[config.mk]
export PLATFORM = sky130hd
export DESIGN_NAME = spcr_dev_flat
export DESIGN_NICKNAME = d
export VERILOG_FILES = /design/src/rtl/spcr_pkg.sv /design/src/rtl/spcr_if.sv /design/src/rtl/spcr_sync.sv /design/src/rtl/spcr_dev.sv /design/src/flat_wrapper.sv
export VERILOG_INCLUDE_DIRS = /design/src /design/src/rtl
export SDC_FILE = /design/constraint.sdc
export NUM_CORES = 1
export LEC_CHECK = 0
export ABC_AREA = 1
export BUFFER_PORTS_ARGS = -buffer_cell sky130_fd_sc_hd__buf_2
export CORE_MARGIN = 8
export CORE_UTILIZATION = 39
export CTS_BUF_LIST = sky130_fd_sc_hd__clkbuf_8
export DETAILED_ROUTE_END_ITERATION = 7
export GPL_TIMING_DRIVEN = 0
export PLACE_DENSITY = 0.61
export SYNTH_ARGS = -nofsm -noshare
export SYNTH_HDL_FRONTEND = slang
export SYNTH_SLANG_ARGS = --single-unit
[constraint.sdc]
create_clock -name pclk -period 5.7 [get_ports pclk]
set_clock_uncertainty 0.2 [all_clocks]
set_input_delay 1.14 -clock pclk [delete_from_list [all_inputs] [get_ports pclk]]
set_output_delay 1.14 -clock pclk [all_outputs]
set_load 0.005 [all_outputs]
[src/rtl/spcr_params.svh]
// Register map and timing constants for the serial config register port.
// Assumes inclusion by bare name from both ends and the bench.
`ifndef SPCR_PARAMS_SVH
`define SPCR_PARAMS_SVH
// Register addresses on the serial link
`define SPCR_ADDR_CFG 13'h0000
`define SPCR_ADDR_PID 13'h0003
`define SPCR_ADDR_RBK 13'h0004
`define SPCR_ADDR_UPD 13'h0232
// Field positions in the port configuration, readback select and update bytes
`define SPCR_BIT_LONG 3
`define SPCR_BIT_SRST 2
`define SPCR_BIT_LSBF 1
`define SPCR_BIT_OSEL 0
`define SPCR_BIT_RBK 0
`define SPCR_BIT_UPD 0
// Reset values
`define SPCR_CFG_RST 8'h18
`define SPCR_RBK_RST 8'h00
`define SPCR_UPD_RST 8'h00
// Config bits forced high on every write: long instruction and its mirror
`define SPCR_CFG_FORCE 8'h18
// Config bits kept through soft reset: reset bit and its mirror
`define SPCR_CFG_KEEP 8'h24
// Instruction frame: 16-bit instruction, read flag at the top bit
`define SPCR_INST_BITS 16
`define SPCR_BIT_RW 15
// Controller APB register offsets (byte addresses)
`define SPCR_APB_CMD 12'h000
`define SPCR_APB_WDATA 12'h004
`define SPCR_APB_STAT 12'h008
`define SPCR_APB_RDATA 12'h00c
`define SPCR_APB_MODE 12'h010
// Controller link clock half period in pclk cycles
`define SPCR_SCLK_HALF 4
`endif

[src/rtl/spcr_pkg.sv]
// Types shared by both ends of the serial config register port.
// Assumes spcr_params.svh is on the include path.
package spcr_pkg;
    // Device side shift states, Gray coded along the frame
    typedef enum logic [1:0] {
        SPCR_D_IDLE = 2'b00,
        SPCR_D_INST = 2'b01,
        SPCR_D_DATA = 2'b11
    } spcr_dev_st_t;
    // Controller states, Gray coded along the frame
    typedef enum logic [2:0] {
        SPCR_H_IDLE = 3'b000,
        SPCR_H_LO = 3'b001,
        SPCR_H_HI = 3'b011,
        SPCR_H_DONE = 3'b010
    } spcr_host_st_t;
endpackage

[src/rtl/spcr_if.sv]
// Serial link between controller and register device.
// Assumes the bench resolves the two-way data pin from the enables.
`timescale 1ns/1ns
interface spcr_if;
    logic sclk;                  // Link clock from controller
    logic cs_n;                  // Frame select, active low
    logic sdio_h_o;              // Controller drive of data pin
    logic sdio_h_oe;             // Controller enable on data pin
    logic sdio_d_o;              // Device drive of data pin
    logic sdio_d_oe;             // Device enable on data pin
    logic sdio_i;                // Resolved data pin level
    logic serial_output_pin;     // Device separate output
    logic serial_output_pin_oe;  // Device enable on separate output
    modport dev (input sclk, input cs_n, input sdio_i,
                 output sdio_d_o, output sdio_d_oe,
                 output serial_output_pin, output serial_output_pin_oe);
    modport host (output sclk, output cs_n, input sdio_i,
                  output sdio_h_o, output sdio_h_oe,
                  input serial_output_pin, input serial_output_pin_oe);
endinterface // spcr_if

[src/rtl/spcr_sync.sv]
// Two flip-flop synchroniser for link pins.
// Assumes inputs are asynchronous to pclk.
`timescale 1ns/1ns
module spcr_sync #(
    parameter int W = 1
) (
    // Clock and reset
    input wire logic pclk,
    input wire logic presetn,
    // Data
    input wire logic [W-1:0] d,
    output logic [W-1:0] q
);
    logic [W-1:0] meta_q; // First stage, read only by second
    // Two stages, constant reset
    always_ff @(posedge pclk or negedge presetn) begin
        if (!presetn) begin
            meta_q <= '0;
            q <= '0;
        end else begin
            meta_q <= d;
            q <= meta_q;
        end
    end
endmodule // spcr_sync

[src/rtl/spcr_dev.sv]
// Register device end: port config, part_identification, readback select, update.
// Assumes the controller frames 16-bit instructions, data bytes follow.
//
// Design decision made here: register access over the serial link only.
`timescale 1ns/1ns
`include "spcr_params.svh"
module spcr_dev #(
    parameter logic [7:0] PART_IDENTIFICATION = 8'h5a // Arbitrary neutral value
) (
    // Clock and reset
    input wire logic pclk,
    input wire logic presetn,
    // Link
    spcr_if.dev link,
    // User side: active settings for internal blocks
    output logic [7:0] act_cfg,
    output logic act_rbk
);
    logic sclk_s, cs_n_s, sdi_s;  // Synchronised pins
    logic sclk_d1_q;              // Previous link clock level
    logic rise, fall;             // Link clock edges
    spcr_pkg::spcr_dev_st_t st_q;
    logic [3:0] cnt_q;            // Bit counter within field
    logic [15:0] sh_q;            // Input shift register
    logic rd_q;                   // Current frame is a read
    logic [12:0] addr_q;          // Current register address
    logic [7:0] tx_q;             // Output byte being shifted
    logic [7:0] cfg_q, rbk_q;     // Buffered registers
    logic [7:0] act_cfg_q;        // Active copy of config
    logic act_rbk_q;              // Active readback select
    logic upd_q;                  // Update request bit
    logic drv_q, sdo_q;           // Output drive and level
    logic [7:0] rx_byte;          // Completed byte, order applied
    logic [7:0] rd_byte;          // Read value for address
    logic lsbf;                   // Active bit order

    spcr_sync #(.W(3)) u_sync (
        .pclk(pclk),
        .presetn(presetn),
        .d({link.sclk, link.cs_n, link.sdio_i}),
        .q({sclk_s, cs_n_s, sdi_s})
    );

    // Link clock edge finder on synchronised level
    always_ff @(posedge pclk or negedge presetn) begin
        if (!presetn) begin
            sclk_d1_q <= 1'b0;
        end else begin
            sclk_d1_q <= sclk_s;
        end
    end
    assign rise = sclk_s & ~sclk_d1_q;
    assign fall = ~sclk_s & sclk_d1_q;
    // Bit order follows the active copy, so a config write or update changes it from the next byte
    assign lsbf = act_cfg_q[`SPCR_BIT_LSBF];

    // Assemble received byte; LSB-first bytes arrive reversed
    always_comb begin
        rx_byte = {sh_q[6:0], sdi_s};
        if (lsbf) begin
            rx_byte = {<<{rx_byte}};
        end
    end

    // Read mux, bank chosen by readback select
    always_comb begin
        rd_byte = 8'h00;
        case (addr_q)
            `SPCR_ADDR_CFG: rd_byte = act_rbk_q ? act_cfg_q : cfg_q;
            `SPCR_ADDR_PID: rd_byte = PART_IDENTIFICATION;
            `SPCR_ADDR_RBK: rd_byte = act_rbk_q ? {7'h00, act_rbk_q}
                                                : rbk_q;
            `SPCR_ADDR_UPD: rd_byte = {7'h00, upd_q};
            default: rd_byte = 8'h00;
        endcase
    end

    // Frame state, counters, address stepping on rising link edges
    always_ff @(posedge pclk or negedge presetn) begin
        if (!presetn) begin
            st_q <= spcr_pkg::SPCR_D_IDLE;
            cnt_q <= 4'h0;
            sh_q <= 16'h0000;
            rd_q <= 1'b0;
            addr_q <= 13'h0000;
        end else if (cs_n_s) begin
            st_q <= spcr_pkg::SPCR_D_IDLE;
            cnt_q <= 4'h0;
        end else if (rise) begin
            sh_q <= {sh_q[14:0], sdi_s};
            cnt_q <= cnt_q + 4'h1;
            case (st_q)
                spcr_pkg::SPCR_D_IDLE, spcr_pkg::SPCR_D_INST: begin
                    st_q <= spcr_pkg::SPCR_D_INST;
                    if (cnt_q == 4'hf) begin
                        st_q <= spcr_pkg::SPCR_D_DATA;
                        rd_q <= sh_q[`SPCR_BIT_RW-1];
                        addr_q <= {sh_q[11:0], sdi_s};
                        cnt_q <= 4'h0;
                    end
                end
                spcr_pkg::SPCR_D_DATA: begin
                    if (cnt_q == 4'h7) begin
                        cnt_q <= 4'h0;
                        addr_q <= lsbf ? addr_q + 13'h0001
                                       : addr_q - 13'h0001;
                    end
                end
                default: st_q <= spcr_pkg::SPCR_D_IDLE;
            endcase
        end
    end

    // Buffered writes, soft reset, update transfer
    always_ff @(posedge pclk or negedge presetn) begin
        if (!presetn) begin
            cfg_q <= `SPCR_CFG_RST;
            rbk_q <= `SPCR_RBK_RST;
            upd_q <= 1'b0;
            act_cfg_q <= `SPCR_CFG_RST;
            act_rbk_q <= 1'b0;
        end else begin
            if (act_cfg_q[`SPCR_BIT_SRST]) begin
                rbk_q <= `SPCR_RBK_RST;
                upd_q <= 1'b0;
                act_rbk_q <= 1'b0;
                // Keep the reset bit itself so software can clear it
                act_cfg_q <= `SPCR_CFG_RST | (cfg_q & `SPCR_CFG_KEEP);
            end
            if (upd_q) begin
                act_cfg_q <= cfg_q;
                act_rbk_q <= rbk_q[`SPCR_BIT_RBK];
                upd_q <= 1'b0;
            end
            if (!cs_n_s && rise && st_q == spcr_pkg::SPCR_D_DATA
                && cnt_q == 4'h7 && !rd_q) begin
                case (addr_q)
                    `SPCR_ADDR_CFG: begin
                        // Long bit forced; config acts at once
                        cfg_q <= rx_byte | `SPCR_CFG_FORCE;
                        act_cfg_q <= rx_byte | `SPCR_CFG_FORCE;
                    end
                    `SPCR_ADDR_RBK: rbk_q <= rx_byte;
                    `SPCR_ADDR_UPD: upd_q <= rx_byte[`SPCR_BIT_UPD];
                    // Part_identification and unmapped addresses drop the byte
                    default: ;
                endcase
            end
        end
    end

    // Read shift out on falling link edges
    always_ff @(posedge pclk or negedge presetn) begin
        if (!presetn) begin
            tx_q <= 8'h00;
            drv_q <= 1'b0;
            sdo_q <= 1'b0;
        end else if (cs_n_s) begin
            drv_q <= 1'b0;
        end else if (fall && rd_q && st_q == spcr_pkg::SPCR_D_DATA) begin
            drv_q <= 1'b1;
            if (cnt_q == 4'h0) begin
                tx_q <= rd_byte;
                sdo_q <= lsbf ? rd_byte[0] : rd_byte[7];
            end else begin
                sdo_q <= lsbf ? tx_q[cnt_q[2:0]]
                              : tx_q[3'h7 - cnt_q[2:0]];
            end
        end
    end

    // Pin steering by output select
    assign link.sdio_d_o = sdo_q;
    assign link.sdio_d_oe = drv_q & ~act_cfg_q[`SPCR_BIT_OSEL];
    assign link.serial_output_pin = sdo_q;
    assign link.serial_output_pin_oe = drv_q
                                     & act_cfg_q[`SPCR_BIT_OSEL];
    assign act_cfg = act_cfg_q;
    assign act_rbk = act_rbk_q;
endmodule // spcr_dev

[src/flat_wrapper.sv]
// flat-port wrapper written by rule: the top's interface ports become plain ports
module spcr_dev_flat 
#(
    parameter logic [7:0] PART_IDENTIFICATION = 8'h5a                           
)
  (pclk, presetn, act_cfg, act_rbk, link_sclk, link_cs_n, link_sdio_i, link_sdio_d_o, link_sdio_d_oe, link_serial_output_pin, link_serial_output_pin_oe);
  spcr_if link_i ();
  input wire logic pclk;
  input wire logic presetn;
  output logic [7:0] act_cfg;
  output logic act_rbk;
  input wire logic [$bits(link_i.sclk)-1:0] link_sclk;
  input wire logic [$bits(link_i.cs_n)-1:0] link_cs_n;
  input wire logic [$bits(link_i.sdio_i)-1:0] link_sdio_i;
  output wire logic [$bits(link_i.sdio_d_o)-1:0] link_sdio_d_o;
  output wire logic [$bits(link_i.sdio_d_oe)-1:0] link_sdio_d_oe;
  output wire logic [$bits(link_i.serial_output_pin)-1:0] link_serial_output_pin;
  output wire logic [$bits(link_i.serial_output_pin_oe)-1:0] link_serial_output_pin_oe;
  assign link_i.sclk = link_sclk;
  assign link_i.cs_n = link_cs_n;
  assign link_i.sdio_i = link_sdio_i;
  assign link_sdio_d_o = link_i.sdio_d_o;
  assign link_sdio_d_oe = link_i.sdio_d_oe;
  assign link_serial_output_pin = link_i.serial_output_pin;
  assign link_serial_output_pin_oe = link_i.serial_output_pin_oe;
  spcr_dev #(.PART_IDENTIFICATION(PART_IDENTIFICATION)) u_core (.pclk(pclk), .presetn(presetn), .link(link_i), .act_cfg(act_cfg), .act_rbk(act_rbk));
endmodule
==> results.yml, run 1 <==
synthesis:
  synth_top_flop_cell: "dfrtp_1"
  synth_edf_count: 0
  avgSynthCellArea_sq_um: 7.61
  yosysUniqueCellTypes: 39
  async_reset_ff_share_pct: 100
  syn-cell-area_sq_um: 4270
  ys_seq_area_share_pct: 44.6
  yosysWarnings: 0
  synthesis.nets: 580
  ys_ff_latch: 76
  synthCells: 561
place:
  dp_slack_ns: 2.75
  gp_congestion: 0.842
  hpwl_microns: 8000
  io_buffers: 17
  post_dp_cell_area_sq_um: 4560
setup_path:
  crit_fanout: 14
  start_kind: "register"
  arrival_ns: 3.03
  crit_path_end_kind: "register"
  critical_path_class: "reg -> reg"
  worstReg2RegEnd: "u_core.addr_q[11]"
  reg2reg_setup_slack_ns: 2.71
  rr_startpoint: "u_core.act_cfg[1]"
  cp.required_ns: 5.74
  ff2ff_path_depth: 12
sta:
  max_freq_mhz: 335
  fin_crit_sh_pct: 52.4
  rsz0062_at_grt: "no"
  layout_min_cycle_time_ns: 2.99
  slew_violations: 0
  fin_ws_ns: 2.71
  relSlewSlack_pct: 59.1
  finalSetupViolations: 0
  finalHoldViolCount: 0
  worst_pin_slew_ns: 0.613
  worst_hold_slack_ns: 0.152
  setup-tns-final_ns: 0
power:
  power.total_mw: 1.07
  switching_share_pct: 25.0
  switchingPower_uw: 267
  p_clk_share_pct: 39.5
  ir_worst_vdd_uv: 190
  powerDensity_nw_per_um2: 224
  p_leak_nw: 2.40
  combinationalPowerShare_pct: 6.8
  internal-power_uw: 800
  pwr-share-seq_pct: 53.8
cts:
  clock_latency_ns: 0.35
  ctsHoldBuffers: 0
  root_buffer: "clkbuf_8"
  cts_resized: 0
  cts_buffer_depth: 2
  cts_made_buffers: 9
  htree_levels: 3
  cts_setup_buffers: 0
  clkTransAtPathRegs_ns: 0.08
  cts.sinks: 76
  cts_tree: "done"
detailed_routing:
  drt_first_pass_iters: 4
  drc: 0
  drtAntennaViolNets: 0
  vias: 3782
  drtIter0Drc: 272
  wl_microns: 10700
  via_per_inst: 5.15
  wl_per_cell_microns: 14.6
floorplan:
  ios: 18
  dieArea_sq_um: 14500
  start_util_pct: 39.7
  die_x_microns: 121
  core_sq_um: 10700
  fp.dieH_microns: 121
  fp-row-count: 38
min_path:
  hold_end: "u_core.u_sync.q[2]"
  hold_class: "reg -> reg"
  holdPathStages: 0
  min_from: "u_core.u_sync.meta_q[2]"
finish:
  layout_common_cells: "135 x nand2_1, 74 x dfrtp_1, 71 x inv_1"
  fin_nets: 609
  syn2layout_area_growth_pct: 11.6
  antenna_cells: 0
  final_cell_area_sq_um: 4760
  fillers: 1108
  final_common_cell: "nand2_1"
  drive_gt1_share_pct: 10.9
grt:
  antenna_found_initial: 0
  grt_pass1_vias: 3644
  overflow: 0
  grt_max_degree: 65
  grtUsageTotal_pct: 15.5
  grt_first_pass_wirelength_microns: 18200
run_status:
  outcome: "finished, final reports clean"
run:
  maxCapViolations: 0
-- registers in the layout (all words and copies together), names as in the netlist, 2 cells and up --
signal	cells
u_core.sh_q	15
u_core.addr_q	13
u_core.act_cfg	8
u_core.rbk_q	8
u_core.tx_q	8
u_core.cfg_q	6
u_core.cnt_q	4
u_core.u_sync.meta_q	3
u_core.u_sync.q	3
u_core.st_q	2
-- logic make-up (layout without fill, tap and decap cells) --
group	after synthesis	after routing	share of synthesized area, %
muxes	1	1	0.264
AOI/OAI and AO/OA	115	115	14.9
and+or+nand+nor	258	258	26.0
adders and majority gates	14	14	4.28
DFF	76	76	44.6
xor gates and xnor gates	5	5	1.03
buffers and inverters	92	126	8.94
-- cell type report --
type	instances	area (sq um)	share of cell area, %
Buffer	17	100	2.10
Clock buffer	11	151	3.18
Clock inverter	5	51.3	1.08
Inverter	75	282	5.91
Multi-Input combinational cell	393	1980	41.6
Sequential cell	76	1900	40.0
Tap cell	140	175	3.68
Timing Repair Buffer	18	115	2.42
-- layer usage --
layer	up-vias	global-route usage [%]	wire length, microns
met5	-	0	0
met3	12	2.98	485
met2	72	25.5	5110
met4	0	4.53	133
met1	1811	20.2	4990
li1	1887	-	-
-- worst max-delay path, stage by stage (launching register included) --
cell      delay, ns
dfrtp_1        0.48
clkbuf_1       0.32
inv_1          0.38
ha_1           0.50
nand2_1        0.10
o21ai_0        0.28
nand2_1        0.10
nand2_1        0.13
nand2_1        0.09
nand3_1        0.07
nand3_1        0.09
nand2_1        0.07
nand2_1        0.04
-- cells in the mapped netlist, types with 2 or more instances --
cell type	instances	area, sq um
a21oi_1	29	145
o21ai_2	8	70.1
o32ai_1	2	17.5
clkbuf_1	7	26.3
o211ai_1	5	37.5
xnor2_1	2	17.5
ha_1	13	163
dfrtp_1	74	1850
inv_2	4	15.0
nand2_1	135	507
nor3_1	5	25.0
inv_1	70	263
nand4_1	6	37.5
o21ai_0	66	330
buf_2	7	35.0
nor2_1	46	173
nor2_2	2	12.5
dfstp_2	2	52.6
xor2_1	3	26.3
nand3_1	56	280
-- power by group through the flow --
stage	clock network, mW	registers (mW)	logic, mW
5_1_grt	0.456	0.576	0.0841
3_3_place_gp	0	0.584	0.0681
3_5_place_dp	0	0.584	0.0729
4_1_cts	0.431	0.574	0.0728
2_1_floorplan	0	0.579	0.0425
6_report	0.421	0.574	0.0721
-- how the worst max path moves through the flow --
stage | cells after the start | endpoint | startpoint
after floorplan | 12 | u_core.addr_q[11] | u_core.act_cfg[1]
after global routing | 12 | u_core.addr_q[11] | u_core.act_cfg[1]
after detailed placement | 12 | u_core.addr_q[11] | u_core.act_cfg[1]
final | 12 | u_core.addr_q[11] | u_core.act_cfg[1]
after global placement | 1 | u_core.addr_q[8] | presetn
after CTS | 12 | u_core.addr_q[11] | u_core.act_cfg[1]
-- per-stage QoR --
step	utilization (%)	std cells
after global placement	42.1	718
after detailed placement	42.4	719
after floorplan	-	561
after CTS	44.3	735
final	44.3	735
after global routing	44.3	735
Note: power is estimated with default switching activity, not from simulation.
==> run 2: changes to the inputs <==
--- a/config.mk
+++ b/config.mk
@@ -6,7 +6,7 @@
 export SDC_FILE = /design/constraint.sdc
 export NUM_CORES = 1
 export LEC_CHECK = 0
-export ABC_AREA = 1
+export ABC_AREA = 0
 export BUFFER_PORTS_ARGS = -buffer_cell sky130_fd_sc_hd__buf_2
 export CORE_MARGIN = 8
 export CORE_UTILIZATION = 39
==> constraint.sdc (replaced) <==
create_clock -name pclk -period 2.8 [get_ports pclk]
set_clock_uncertainty 0.2 [all_clocks]
set_input_delay 0.56 -clock pclk [delete_from_list [all_inputs] [get_ports pclk]]
set_output_delay 0.56 -clock pclk [all_outputs]
set_load 0.005 [all_outputs]
==> run 2 against run 1 <==
- non-clock buffer count grew 9
- sequential cell count is the same
- global-route usage shrank 0.82 points
- sequential share of layout area grew 0.32 points
- cell count shrank 20%
- maximum frequency grew 15%
- largest cell class unchanged
- sequential power grew 120%
==> results.yml, run 2 <==
detailed_routing:
  drc: 0
  wl_microns: 9920
  vias: 3242
  via_per_inst: 5.52
  drtAntennaViolNets: 0
  wl_per_cell_microns: 16.9
  drtIter0Drc: 218
  drt_first_pass_iters: 4
setup_path:
  crit_path_end_kind: "register"
  crit_fanout: 12
  rr_startpoint: "u_core.act_cfg[1]"
  path_cells: "clkinvlp_4 > buf_4 > ha_1 > o21ai_0 > o21ai_0 > a31oi_2 > nor3_1 > nor3_1 > a211oi_1"
  cp.required_ns: 2.84
  critical_path_class: "reg -> reg"
  arrival_ns: 2.65
  crit_path_max_incr_delay_ns: 0.40
  crit_start: "u_core.act_cfg[1]"
  crit_slowest_cell: "dfrtp_2"
  start_kind: "register"
min_path:
  hold_class: "in -> reg"
  min_from: "link_cs_n"
cts:
  cts_tree: "done"
  cts_buffer_depth: 2
  cts_made_buffers: 9
  cts.sinks: 76
  htree_levels: 3
  clkTransAtPathRegs_ns: 0.08
  clock_latency_ns: 0.36
  root_buffer: "clkbuf_8"
synthesis:
  synthCells: 411
  muxShareOfSynthArea_pct: 11.0
  synth_top_flop_cell: "dfrtp_1"
  synth_common_cells: "74 x dfrtp_1, 34 x a21oi_1, 34 x o21ai_0"
  avgSynthCellArea_sq_um: 10.0
  synth_top_family_by_area: "simple AND/OR/NAND/NOR gates"
  synth_xor_area_share_pct: 1.70
  yosys.area.top_type: "dfrtp_1"
  synth_compound_area_share_pct: 15.7
  yosysWarnings: 0
  netlist.area_leader.share_pct: 44.9
  ys_seq_area_share_pct: 46.2
  syn-cell-area_sq_um: 4120
  synthesis.nets: 430
  synth-adder-area-share_pct: 4.43
  yosysUniqueCellTypes: 55
  synthSimpleGateAreaFrac_pct: 17.2
  async_reset_ff_share_pct: 100
  synth_edf_count: 0
  synthTopCellsByArea: "dfrtp_1 45%, mux2_2 4.9%, a21oi_1 4.1%"
  ys_ff_latch: 76
  synth.most_common_cell: "dfrtp_1"
finish:
  antenna_cells: 0
  syn2layout_area_growth_pct: 14.6
  reg.largest.list: "u_core.sh_q (15), u_core.addr_q (13)"
  final_common_cell: "dfrtp_1"
  drive_gt1_share_pct: 19.3
  fin_nets: 465
  instances_no_fill: 587
  layout_common_cells: "73 x dfrtp_1, 34 x a21oi_1, 34 x o21ai_0"
  largest_reg_flops: 15
  regMostFlops: "u_core.sh_q"
place:
  gp_congestion: 0.816
  dp.cells: 565
  io_buffers: 17
  hpwl_microns: 7100
  dp_slack_ns: -0.676
power:
  ir_worst_vdd_uv: 270
  p_leak_nw: 2.10
  power.total_mw: 2.44
  powerDensity_nw_per_um2: 517
sta:
  fin_crit_sh_pct: 93.1
  fin_ws_ns: 0.193
  rsz0062_at_grt: "no"
  finalHoldViolCount: 0
  max_freq_mhz: 384
  finalSetupViolations: 0
  layout_min_cycle_time_ns: 2.61
  slew_violations: 0
  relSlewSlack_pct: 55.7
  setup-tns-final_ns: 0
  worst_pin_slew_ns: 0.662
  worst_hold_slack_ns: 0.114
grt:
  grt_max_degree: 60
  overflow: 0
  grt_first_pass_wirelength_microns: 16900
  antenna_found_initial: 0
  grt_pass1_vias: 3306
  grtUsageTotal_pct: 14.6
floorplan:
  ios: 18
  die_x_microns: 119
  dieArea_sq_um: 14100
  fp-row-count: 37
  core_sq_um: 10300
  fp.dieH_microns: 119
  start_util_pct: 40.1
run_status:
  outcome: "finished, final reports clean"
run:
  maxCapViolations: 0
[run 2: cell types whose count changed after synthesis, moves of 9 or more]
cell,delta
inv_1,-61
mux2_2,+17
mux2i_1,+16
nor2_1,-13
o21ai_0,-32
nand3_1,-47
nand2_1,-105
nand3b_1,+9
[run 2: kinds of logic (layout without fill, tap and decap cells)]
logic type / Yosys count / count (layout)
xor+xnor: 8 / 8
compound gates: 111 / 111
simple gates: 135 / 135
buf+inv: 29 / 69
mux: 38 / 38
flops: 76 / 76
fa+ha+maj: 14 / 14
[run 2: stage by stage]
step	utilization (%)	cell area [sq um]
2_1_floorplan	-	4120
3_3_place_gp	42.6	4380
3_5_place_dp	42.9	4410
4_1_cts	45.7	4700
5_1_grt	46.0	4730
6_report	46.0	4730
[run 2: where the power goes]
part	internal, mW	total (mW)	switching [mW]
Combinational	0.0845	0.177	0.0929
Sequential	1.16	1.24	0.0840
Clock	0.611	1.02	0.413
Total	1.85	2.44	0.590
[run 2: worst max-delay path: cells and delay by family (launching register included)]
family | cells | cell delay, ns
DFF | 1 | 0.40
buffers and inverters | 2 | 0.38
AOI/OAI and AO/OA | 4 | 0.75
and+or+nand+nor | 2 | 0.42
adders and majority gates | 1 | 0.35
[run 2: area by class of cell]
class	count	area, sq um
fill	1022	5550
multi-input combinational	306	2080
sequential	76	1910
timing repair buffer	25	170
tap	136	170
clock buffer	10	138
buffer	19	121
clock inverter	6	105
inverter	9	37.5
[run 2: per-layer routing]
layer	global-route usage (%)	vias to the layer above	wire length (microns)
li1	-	1547	-
met1	18.1	1615	4430
met2	24.1	68	4850
met3	3.40	12	430
met4	6.25	0	203
met5	0	-	0
[run 2: repair_timing]
| action | in CTS | in global routing |
|---|---|---|
| buffers inserted | 3 | 3 |
| endpoints found under the hold margin | 15 | 0 |
| hold buffers | 1 | 0 |
| gates resized for setup | 4 | 1 |
| cloned | 0 | 0 |
| endpoints found under the setup margin | 10 | 22 |
| pin swaps | 0 | 2 |
[run 2: worst paths after layout]
check                                          end  slack (ns)  depth (start not counted)
min                        u_core.u_sync.meta_q[1]        0.11                          1
max in group asynchronous        u_core.act_cfg[1]        1.40                          3
min reg2reg                     u_core.u_sync.q[2]        0.15                          0
max reg2reg                      u_core.addr_q[12]        0.19                          9
max                              u_core.addr_q[12]        0.19                          9
min in group asynchronous        u_core.act_cfg[5]        0.41                          2
